$ cat src/inc/ast_defs.svh
`ifndef AST_DEFS_SVH
`define AST_DEFS_SVH
// fixed target address, 7 bits
`define AST_TARGET_ADDR 7'h36
// clock period in ns (10 MHz)
`define AST_CLK_NS 100
// spike width to suppress in ns
`define AST_SPIKE_NS 50
// least filter length in cycles, rounded up, at least one
`define AST_SPIKE_CYC ((`AST_SPIKE_NS + `AST_CLK_NS - 1) / `AST_CLK_NS)
// implemented word address ranges (inclusive)
`define AST_CFG_LO 8'h00
`define AST_CFG_HI 8'h08
`define AST_MEAS_LO 8'h0B
`define AST_MEAS_HI 8'h1C
// high bytes of registers that hold the pointer on reads
`define AST_RAW_HI 8'h0C
`define AST_ANG_HI 8'h0E
`define AST_MAG_HI 8'h1B
`endif

$ cat src/inc/ast_pkg.sv
package ast_pkg;
  // byte transfer phases of the target
  typedef enum logic [2:0] {ST_IDLE, ST_ADDR, ST_ADDR_ACK, ST_WR, ST_WR_ACK, ST_RD, ST_RD_ACK} ast_state_t;
  // register side access, carried together
  typedef struct packed {
    logic       wr_stb;
    logic [7:0] addr;
    logic [7:0] wdata;
  } ast_reg_req_t;
endpackage

$ cat src/verilog/ast_i2c_target.sv
`timescale 1ns/1ps
`include "ast_defs.svh"
module ast_i2c_target
(
  input  wire logic                  clk,
  input  wire logic                  rst_n,
  input  wire logic                  scl_i,
  input  wire logic                  sda_i,
  output logic                       sda_o,
  output logic                       sda_oe,
  output ast_pkg::ast_reg_req_t      reg_req,
  input  wire logic [7:0]            reg_rdata,
  output logic [7:0]                 reg_raddr
);
  // valid word address decode, used for ack and for read data
  function automatic logic addr_ok(input logic [7:0] a);
    addr_ok = (a <= `AST_CFG_HI) || (a >= `AST_MEAS_LO && a <= `AST_MEAS_HI);
  endfunction

  // three stage synchronisers, then stable filter
  logic [2:0] sy_scl_ff;
  logic [2:0] sy_sda_ff;
  logic       scl_ff;                 // filtered clock level
  logic       sda_ff;                 // filtered data level
  logic       scl_d_ff;               // filtered clock, one cycle late
  logic       sda_d_ff;               // filtered data, one cycle late
  always_ff @(posedge clk)
  begin
    if (!rst_n)
    begin
      sy_scl_ff <= 3'h7;
      sy_sda_ff <= 3'h7;
    end
    else
    begin
      sy_scl_ff <= {sy_scl_ff[1:0], scl_i};
      sy_sda_ff <= {sy_sda_ff[1:0], sda_i};
    end
  end
  // a change is taken only when stages two and three agree, i.e. it lasted
  // at least one full 100 ns cycle, which covers the 50 ns spike limit
  wire scl_agree = (sy_scl_ff[1] == sy_scl_ff[2]);
  wire sda_agree = (sy_sda_ff[1] == sy_sda_ff[2]);
  always_ff @(posedge clk)
  begin
    if (!rst_n)
    begin
      scl_ff   <= 1'b1;
      sda_ff   <= 1'b1;
      scl_d_ff <= 1'b1;               // idle high, so no false edge after reset
      sda_d_ff <= 1'b1;
    end
    else
    begin
      if (scl_agree)
        scl_ff <= sy_scl_ff[2];
      if (sda_agree)
        sda_ff <= sy_sda_ff[2];
      // previous filtered levels for edge detection
      scl_d_ff <= scl_ff;
      sda_d_ff <= sda_ff;
    end
  end
  // conditions: sda moves while scl stays high
  wire scl_rise = scl_ff & ~scl_d_ff;
  wire scl_fall = ~scl_ff & scl_d_ff;
  wire start_c  = scl_ff & scl_d_ff & sda_d_ff & ~sda_ff;
  wire stop_c   = scl_ff & scl_d_ff & ~sda_d_ff & sda_ff;

  // byte engine state
  ast_pkg::ast_state_t state_ff;
  logic [7:0] shift_ff;               // incoming or outgoing byte
  logic [3:0] bit_ff;                 // bits seen in this byte
  logic [7:0] ptr_ff;                 // word address pointer
  logic       first_ff;               // next write byte loads pointer
  logic       rd_ff;                  // direction of current transfer
  logic       nack_ff;                // master declined read data
  logic       drive_ff;               // pull sda low
  logic       ack_ff;                 // data byte taken, acked or not; pointer steps
  logic       wstb_ff;                // write strobe to registers

  wire byte_done = scl_fall & (bit_ff == 4'h8);
  wire addr_hit  = (shift_ff[7:1] == `AST_TARGET_ADDR);
  // pointer holds on the measurement high bytes during reads
  wire ptr_hold  = (ptr_ff == `AST_RAW_HI) || (ptr_ff == `AST_ANG_HI) || (ptr_ff == `AST_MAG_HI);
  wire [7:0] rd_byte = addr_ok(ptr_ff) ? reg_rdata : 8'h00;

  assign reg_raddr      = ptr_ff;
  assign reg_req.wr_stb = wstb_ff;
  assign reg_req.addr   = ptr_ff;
  assign reg_req.wdata  = shift_ff;
  // open drain: only low is ever driven, clock never driven
  assign sda_o  = 1'b0;
  assign sda_oe = drive_ff;

  // main sequencer
  always_ff @(posedge clk)
  begin
    if (!rst_n)
    begin
      state_ff <= ast_pkg::ST_IDLE;
      shift_ff <= 8'h00;
      bit_ff   <= 4'h0;
      ptr_ff   <= 8'h00;
      first_ff <= 1'b0;
      rd_ff    <= 1'b0;
      nack_ff  <= 1'b0;
      drive_ff <= 1'b0;
      ack_ff   <= 1'b0;
      wstb_ff  <= 1'b0;
    end
    else
    begin
      wstb_ff <= 1'b0;
      if (stop_c)
      begin
        // bus released, go quiet
        state_ff <= ast_pkg::ST_IDLE;
        drive_ff <= 1'b0;
      end
      else if (start_c)
      begin
        // start or repeated start: fresh address byte
        state_ff <= ast_pkg::ST_ADDR;
        bit_ff   <= 4'h0;
        drive_ff <= 1'b0;
      end
      else
      begin
        case (state_ff)
          ast_pkg::ST_IDLE:
          begin
            drive_ff <= 1'b0;
          end
          ast_pkg::ST_ADDR, ast_pkg::ST_WR:
          begin
            if (scl_rise)
            begin
              shift_ff <= {shift_ff[6:0], sda_ff};
              bit_ff   <= bit_ff + 4'h1;
            end
            else if (byte_done)
            begin
              bit_ff <= 4'h0;
              if (state_ff == ast_pkg::ST_ADDR)
              begin
                // foreign address: ignore until next start
                if (addr_hit)
                begin
                  rd_ff    <= shift_ff[0];
                  first_ff <= ~shift_ff[0];
                  drive_ff <= 1'b1;
                  state_ff <= ast_pkg::ST_ADDR_ACK;
                end
                else
                  state_ff <= ast_pkg::ST_IDLE;
              end
              else
              begin
                if (first_ff)
                begin
                  ptr_ff   <= shift_ff;
                  first_ff <= 1'b0;
                  drive_ff <= addr_ok(shift_ff);
                end
                else
                begin
                  wstb_ff  <= addr_ok(ptr_ff);
                  drive_ff <= addr_ok(ptr_ff);
                  ack_ff   <= 1'b1;
                end
                state_ff <= ast_pkg::ST_WR_ACK;
              end
            end
          end
          ast_pkg::ST_ADDR_ACK:
          begin
            // leave ack on the falling edge
            if (scl_fall)
            begin
              if (rd_ff)
              begin
                shift_ff <= {rd_byte[6:0], 1'b0};
                drive_ff <= ~rd_byte[7];
                bit_ff   <= 4'h0;
                state_ff <= ast_pkg::ST_RD;
              end
              else
              begin
                drive_ff <= 1'b0;
                state_ff <= ast_pkg::ST_WR;
              end
            end
          end
          ast_pkg::ST_WR_ACK:
          begin
            if (scl_fall)
            begin
              drive_ff <= 1'b0;
              // pointer advances after each data byte
              if (ack_ff)
                ptr_ff <= ptr_ff + 8'h01;
              ack_ff   <= 1'b0;
              state_ff <= ast_pkg::ST_WR;
            end
          end
          ast_pkg::ST_RD:
          begin
            if (scl_rise)
              bit_ff <= bit_ff + 4'h1;
            else if (scl_fall)
            begin
              if (bit_ff == 4'h8)
              begin
                drive_ff <= 1'b0;  // release for master ack
                state_ff <= ast_pkg::ST_RD_ACK;
                if (!ptr_hold)
                  ptr_ff <= ptr_ff + 8'h01;
              end
              else
              begin
                drive_ff <= ~shift_ff[7];
                shift_ff <= {shift_ff[6:0], 1'b0};
              end
            end
          end
          ast_pkg::ST_RD_ACK:
          begin
            if (scl_rise)
              nack_ff <= sda_ff;
            else if (scl_fall)
            begin
              if (nack_ff)
              begin
                drive_ff <= 1'b0;  // leave sda high for stop
                state_ff <= ast_pkg::ST_IDLE;
              end
              else
              begin
                shift_ff <= {rd_byte[6:0], 1'b0};
                drive_ff <= ~rd_byte[7];
                bit_ff   <= 4'h0;
                state_ff <= ast_pkg::ST_RD;
              end
            end
          end
          default:
          begin
            state_ff <= ast_pkg::ST_IDLE;
          end
        endcase
      end
    end
  end

  // no speed setting exists; edge detection on a 10 MHz clock serves all grades

  // sda drive may only change while scl is low (filtered view)
  chk_sda_scl_low: assert property (@(posedge clk) disable iff (!rst_n)
    (sda_oe != $past(sda_oe)) |-> !scl_d_ff) else $error("sda drive changed while scl high");
  chk_addr_ack: assert property (@(posedge clk) disable iff (!rst_n)
    (state_ff == ast_pkg::ST_ADDR && byte_done && !start_c && !stop_c && !addr_hit) |=> !sda_oe)
    else $error("acked foreign address");
  chk_ptr_load: assert property (@(posedge clk) disable iff (!rst_n)
    (state_ff == ast_pkg::ST_WR && byte_done && first_ff && !start_c && !stop_c) |=> ptr_ff == $past(shift_ff))
    else $error("pointer not loaded");
  chk_bad_nack: assert property (@(posedge clk) disable iff (!rst_n)
    (state_ff == ast_pkg::ST_WR && byte_done && !first_ff && !addr_ok(ptr_ff) && !start_c && !stop_c)
    |=> !sda_oe && !wstb_ff) else $error("acked bad address");
  chk_rd_zero: assert property (@(posedge clk) disable iff (!rst_n)
    (state_ff == ast_pkg::ST_RD_ACK && scl_fall && !nack_ff && !addr_ok(ptr_ff) && !start_c && !stop_c)
    |=> sda_oe) else $error("bad address read not zero");
  chk_ptr_hold: assert property (@(posedge clk) disable iff (!rst_n)
    (state_ff == ast_pkg::ST_RD && scl_fall && bit_ff == 4'h8 && ptr_hold && !start_c && !stop_c)
    |=> $stable(ptr_ff)) else $error("pointer moved on held register");
  chk_rd_incr: assert property (@(posedge clk) disable iff (!rst_n)
    (state_ff == ast_pkg::ST_RD && scl_fall && bit_ff == 4'h8 && !ptr_hold && !start_c && !stop_c)
    |=> ptr_ff == $past(ptr_ff) + 8'h01) else $error("pointer not advanced");
  chk_filter_spike: assert property (@(posedge clk) disable iff (!rst_n)
    (sy_scl_ff[2] != sy_scl_ff[1]) |=> $stable(scl_ff)) else $error("clock spike passed filter");
  chk_stop_idle: assert property (@(posedge clk) disable iff (!rst_n)
    stop_c |=> state_ff == ast_pkg::ST_IDLE && !sda_oe) else $error("stop not obeyed");
endmodule
$ cat config.mk
export PLATFORM = sky130hd
export DESIGN_NAME = ast_i2c_target
export DESIGN_NICKNAME = d
export VERILOG_FILES = /design/src/inc/ast_pkg.sv /design/src/verilog/ast_i2c_target.sv
export VERILOG_INCLUDE_DIRS = /design/src /design/src/inc
export SDC_FILE = /design/constraint.sdc
export NUM_CORES = 1
export LEC_CHECK = 0
export BUFFER_PORTS_ARGS = -buffer_cell sky130_fd_sc_hd__buf_2
export CAP_MARGIN = 30
export CORE_MARGIN = 5
export CORE_UTILIZATION = 51
export DETAILED_ROUTE_END_ITERATION = 6
export GPL_TIMING_DRIVEN = 0
export HOLD_SLACK_MARGIN = 0.05
export PLACE_DENSITY = 0.77
export SLEW_MARGIN = 20
export SYNTH_ARGS = -nofsm -noshare
export SYNTH_HDL_FRONTEND = slang
export SYNTH_SLANG_ARGS = --single-unit
export TNS_END_PERCENT = 50
$ cat constraint.sdc
create_clock -name clk -period 2 [get_ports clk]
set_clock_uncertainty 0.05 [all_clocks]
set_input_delay 0.3 -clock clk [delete_from_list [all_inputs] [get_ports clk]]
set_output_delay 0.3 -clock clk [all_outputs]
set_load 0.005 [all_outputs]
==> impl_metrics.csv <==
group,metric,value,unit
run_status,outcome,"finished clean",
route,vias,2636,
worst_setup_path,start_kind,"flip-flop",
cells_and_area,postLayoutCellArea,3156,sq um
power_and_ir_drop,sw_frac_of_total,23.24,%
power_and_ir_drop,p_total,1.536,mW
route,drt_iter0_markers,389,
worst_setup_path,arrival,2.13,ns
route,post_drt_wl_per_cell,18.00,um
sta,rsz0062_at_grt,"true",
cts,hold_buffers,0,
sta,finalCriticalPeriod,1.998,ns
cts,cts_tree,"built",
global_route,antenna_found_initial,0,
route,viasPerCell,6.429,
worst_setup_path,cp-end-kind,"flip-flop",
cells_and_area,diodes,0,
worst_setup_path,cp_cell_sequence,"ha_4 -> or4b_4 -> a21oi_2 -> buf_4 -> nor4_1 -> nor4_2 -> o41ai_2",
cts,clk_pin_slew,0.09,ns
cts,cts.htree.levels,2,
place,io_buffers,37,
power_and_ir_drop,p_int,1.179,mW
cells_and_area,syn2layout_area_growth,32.39,%
power_and_ir_drop,cellLeakagePower,1.271,nW
worst_setup_path,worst_path_max_delay_cell,"or4b_4",
place,dpl_cell_area,2634,sq um
global_route,grt_pass1_wl,11250,um
sta,hold_slack,0.1278,ns
route,routed_wl,7378,um
cts,clkLatencyLatePin,0.30,ns
power_and_ir_drop,comb_power_share,3.7,%
worst_setup_path,timing.critical_path.fanout_max,7,
synthesis,ys_seq_elements,39,
floorplanning,die_h,78.37,um
global_route,grtUsageTotal,22.21,%
synthesis,yosys_warnings,0,
power_and_ir_drop,power_density,486.7,nW/um^2
place,dp_hpwl,4476,um
synthesis,syn_inst,294,
cells_and_area,final_nets,374,
synthesis,synth.top_cell.area_share,32.76,%
cells_and_area,multiInputGateArea,1619,sq um
worst_setup_path,ff2ff_setup_slack,0.002,ns
synthesis,ys.flop_type,"dfxtp_1",
hold_path,min_path_type,"input port to flip-flop",
power_and_ir_drop,pwr-share-clk,45.4,%
cells_and_area,stdcell_count,410,
synthesis,synth_edf_count,0,
power_and_ir_drop,switchingPower,0.3570,mW
synthesis,syn_nets,311,
power_and_ir_drop,seq_power_share,50.9,%
cts,cts_sinks,39,
sta,fmax,0.5005,GHz
place,gp_congestion,0.9227,
floorplanning,rows,24,
sta,finalHoldViolCount,0,
sta,slew_violations,0,
cts,clockBufferDepth,2,
synthesis,ys_top_cells_by_area,"dfxtp_1, nand2_1, nand2b_1",
worst_setup_path,crit_type,"flip-flop to flip-flop",
floorplanning,start_util,53.63,%
cells_and_area,fillers,331,
worst_setup_path,critPathTopFamily,"simple AND/OR/NAND/NOR gates",
floorplanning,dieArea,6141,sq um
synthesis,synth_cell_types,59,
cells_and_area,layout-drive-gt1-share,35.75,%
synthesis,yosys.area.top_type,"dfxtp_1",
sta,slew_headroom,58.61,%
power_and_ir_drop,peakVddDrop,0.0005344,V
floorplanning,fp.dieW,78.37,um
worst_setup_path,max_stage_delay,0.48,ns
global_route,grt_pass1_vias,2382,
route,ant_nets,0,
synthesis,netlist_area,2384,sq um
cells_and_area,ff_latch_area,794.5,sq um
synthesis,synth.avg_cell_area,8.107,sq um
global_route,grt_max_degree,15,
route,drc,0,
floorplanning,io_pins,39,
worst_setup_path,required,2.13,ns
worst_setup_path,cp_num_buf_inv,1,
route,drt_first_pass_iters,5,
sta,post-route-period-util,99.90,%
job,max_cap_violations,0,
place,dp_cells,383,
synthesis,seq_area_frac_synth,32.76,%
cts,numCtsBuffers,5,
cts,cts_root_buf,"clkbuf_8",
synthesis,synthArstFlopShare,0,%
floorplanning,core,4444,sq um
global_route,overflow,0,
sta,tightest_slew,0.6193,ns
sta,setup_viol,0,
[worst register-to-register path, cell delays in order, from the launching register on]
cell and delay [ns]:
dfxtp_4 0.38, ha_4 0.18, or4b_4 0.48, a21oi_2 0.22
buf_4 0.16, nor4_1 0.07, nor4_2 0.25, o41ai_2 0.12
[cell type report]
class / count / area share [%]
multi-input cells: 217 / 51.31
well taps: 52 / 2.062
clock inverters: 3 / 1.507
repair buffers: 58 / 10.98
clock buffers: 5 / 2.181
inverters: 10 / 1.190
flip-flops and latches: 39 / 25.18
plain buffers: 26 / 5.591
[logic make-up (layout without fill, tap and decap cells)]
kind of cell	after synthesis	in the layout	synth area share, %
fa+ha+maj	5	5	2.625
flops	39	39	32.76
mux	7	7	2.940
xor+xnor	1	1	0.3675
other cells	1	1	0.1573
compound gates	99	99	29.13
buf+inv	38	102	8.714
simple gates	104	104	23.31
[placed cells by master (no fill, tap or decap), drive strengths merged, types with 4 or more instances in the layout]
master	instances
o2bb2ai	7
mux2i	7
dfxtp	39
nor3	7
o21ai	22
nand3	10
ha	5
o31ai	8
clkbuf	15
nor2	18
nand2b	17
inv	10
o311ai	6
nor2b	4
a21oi	19
buf	74
nand2	28
a22oi	9
[power groups by stage]
stage / Clock (mW) / Sequential [mW] / Combinational [mW]
after detailed placement: 0 / 0.804 / 0.0485
after CTS: 0.693 / 0.784 / 0.0513
final: 0.697 / 0.782 / 0.0568
after floorplan: 0 / 0.803 / 0.0264
after global routing: 0.734 / 0.783 / 0.0619
after global placement: 0 / 0.804 / 0.0483
[metal layers]
metal	vias to the layer above	wire [um]	global-route usage, %
met1	1230	3133	29.85
met4	0	211	6.993
met5	-	0	0
li1	1201	-	-
met2	173	3291	34.59
met3	32	741	6.178
[sequential cells by signal, indices dropped and copies added, names as in the netlist, 3 cells and up]
name	count
sy_scl_ff	3
bit_ff	4
reg_raddr	8
state_ff	3
shift_ff	8
sy_sda_ff	3
[final timing paths]
| check | from | cells past startpoint | endpoint |
|---|---|---|---|
| min | sda_i | 2 | sy_sda_ff[0]$_SDFF_PN1_ |
| max | reg_raddr[1]$_SDFFE_PN0P_ | 7 | sda_oe$_SDFFE_PP0P_ |
| min reg2reg | sy_scl_ff[0]$_SDFF_PN1_ | 1 | sy_scl_ff[1]$_SDFF_PN1_ |
| max reg2reg | reg_raddr[1]$_SDFFE_PN0P_ | 7 | sda_oe$_SDFFE_PP0P_ |
[Yosys cell counts (all sizes together), types with 2 or more instances]
master	count
a2111oi	2
a211o	2
a211oi	2
a21oi	19
a22oi	9
a31oi	2
a41oi	2
and3	2
buf	20
clkbuf	8
dfxtp	39
ha	5
inv	9
mux2i	7
nand2	28
nand2b	17
nand3	10
nand3b	3
nand4b	2
nor2	18
nor2b	4
nor3	7
nor4	3
nor4b	3
o211ai	3
o21ai	22
o22ai	3
o2bb2ai	7
o311a	2
o311ai	6
o31ai	8
o41ai	2
or3	2
[through the flow]
step	setup slack (ns)	setup TNS [ns]	utilization (%)
2_1_floorplan	0.03012	0	-
3_3_place_gp	-0.2082	-2.159	59.26
3_5_place_dp	-0.2324	-2.515	59.26
4_1_cts	-0.03793	-0.1668	65.77
5_1_grt	-0.05224	-0.1717	71.00
6_report	0.001989	0	71.00
[what timing repair did]
| action | CTS | global route |
|---|---|---|
| buffers inserted | 9 | 12 |
| setup endpoints to repair | 21 | 21 |
| resized for setup | 26 | 42 |
| pin swaps | 9 | 7 |
(Power assumes the default switching activity.)
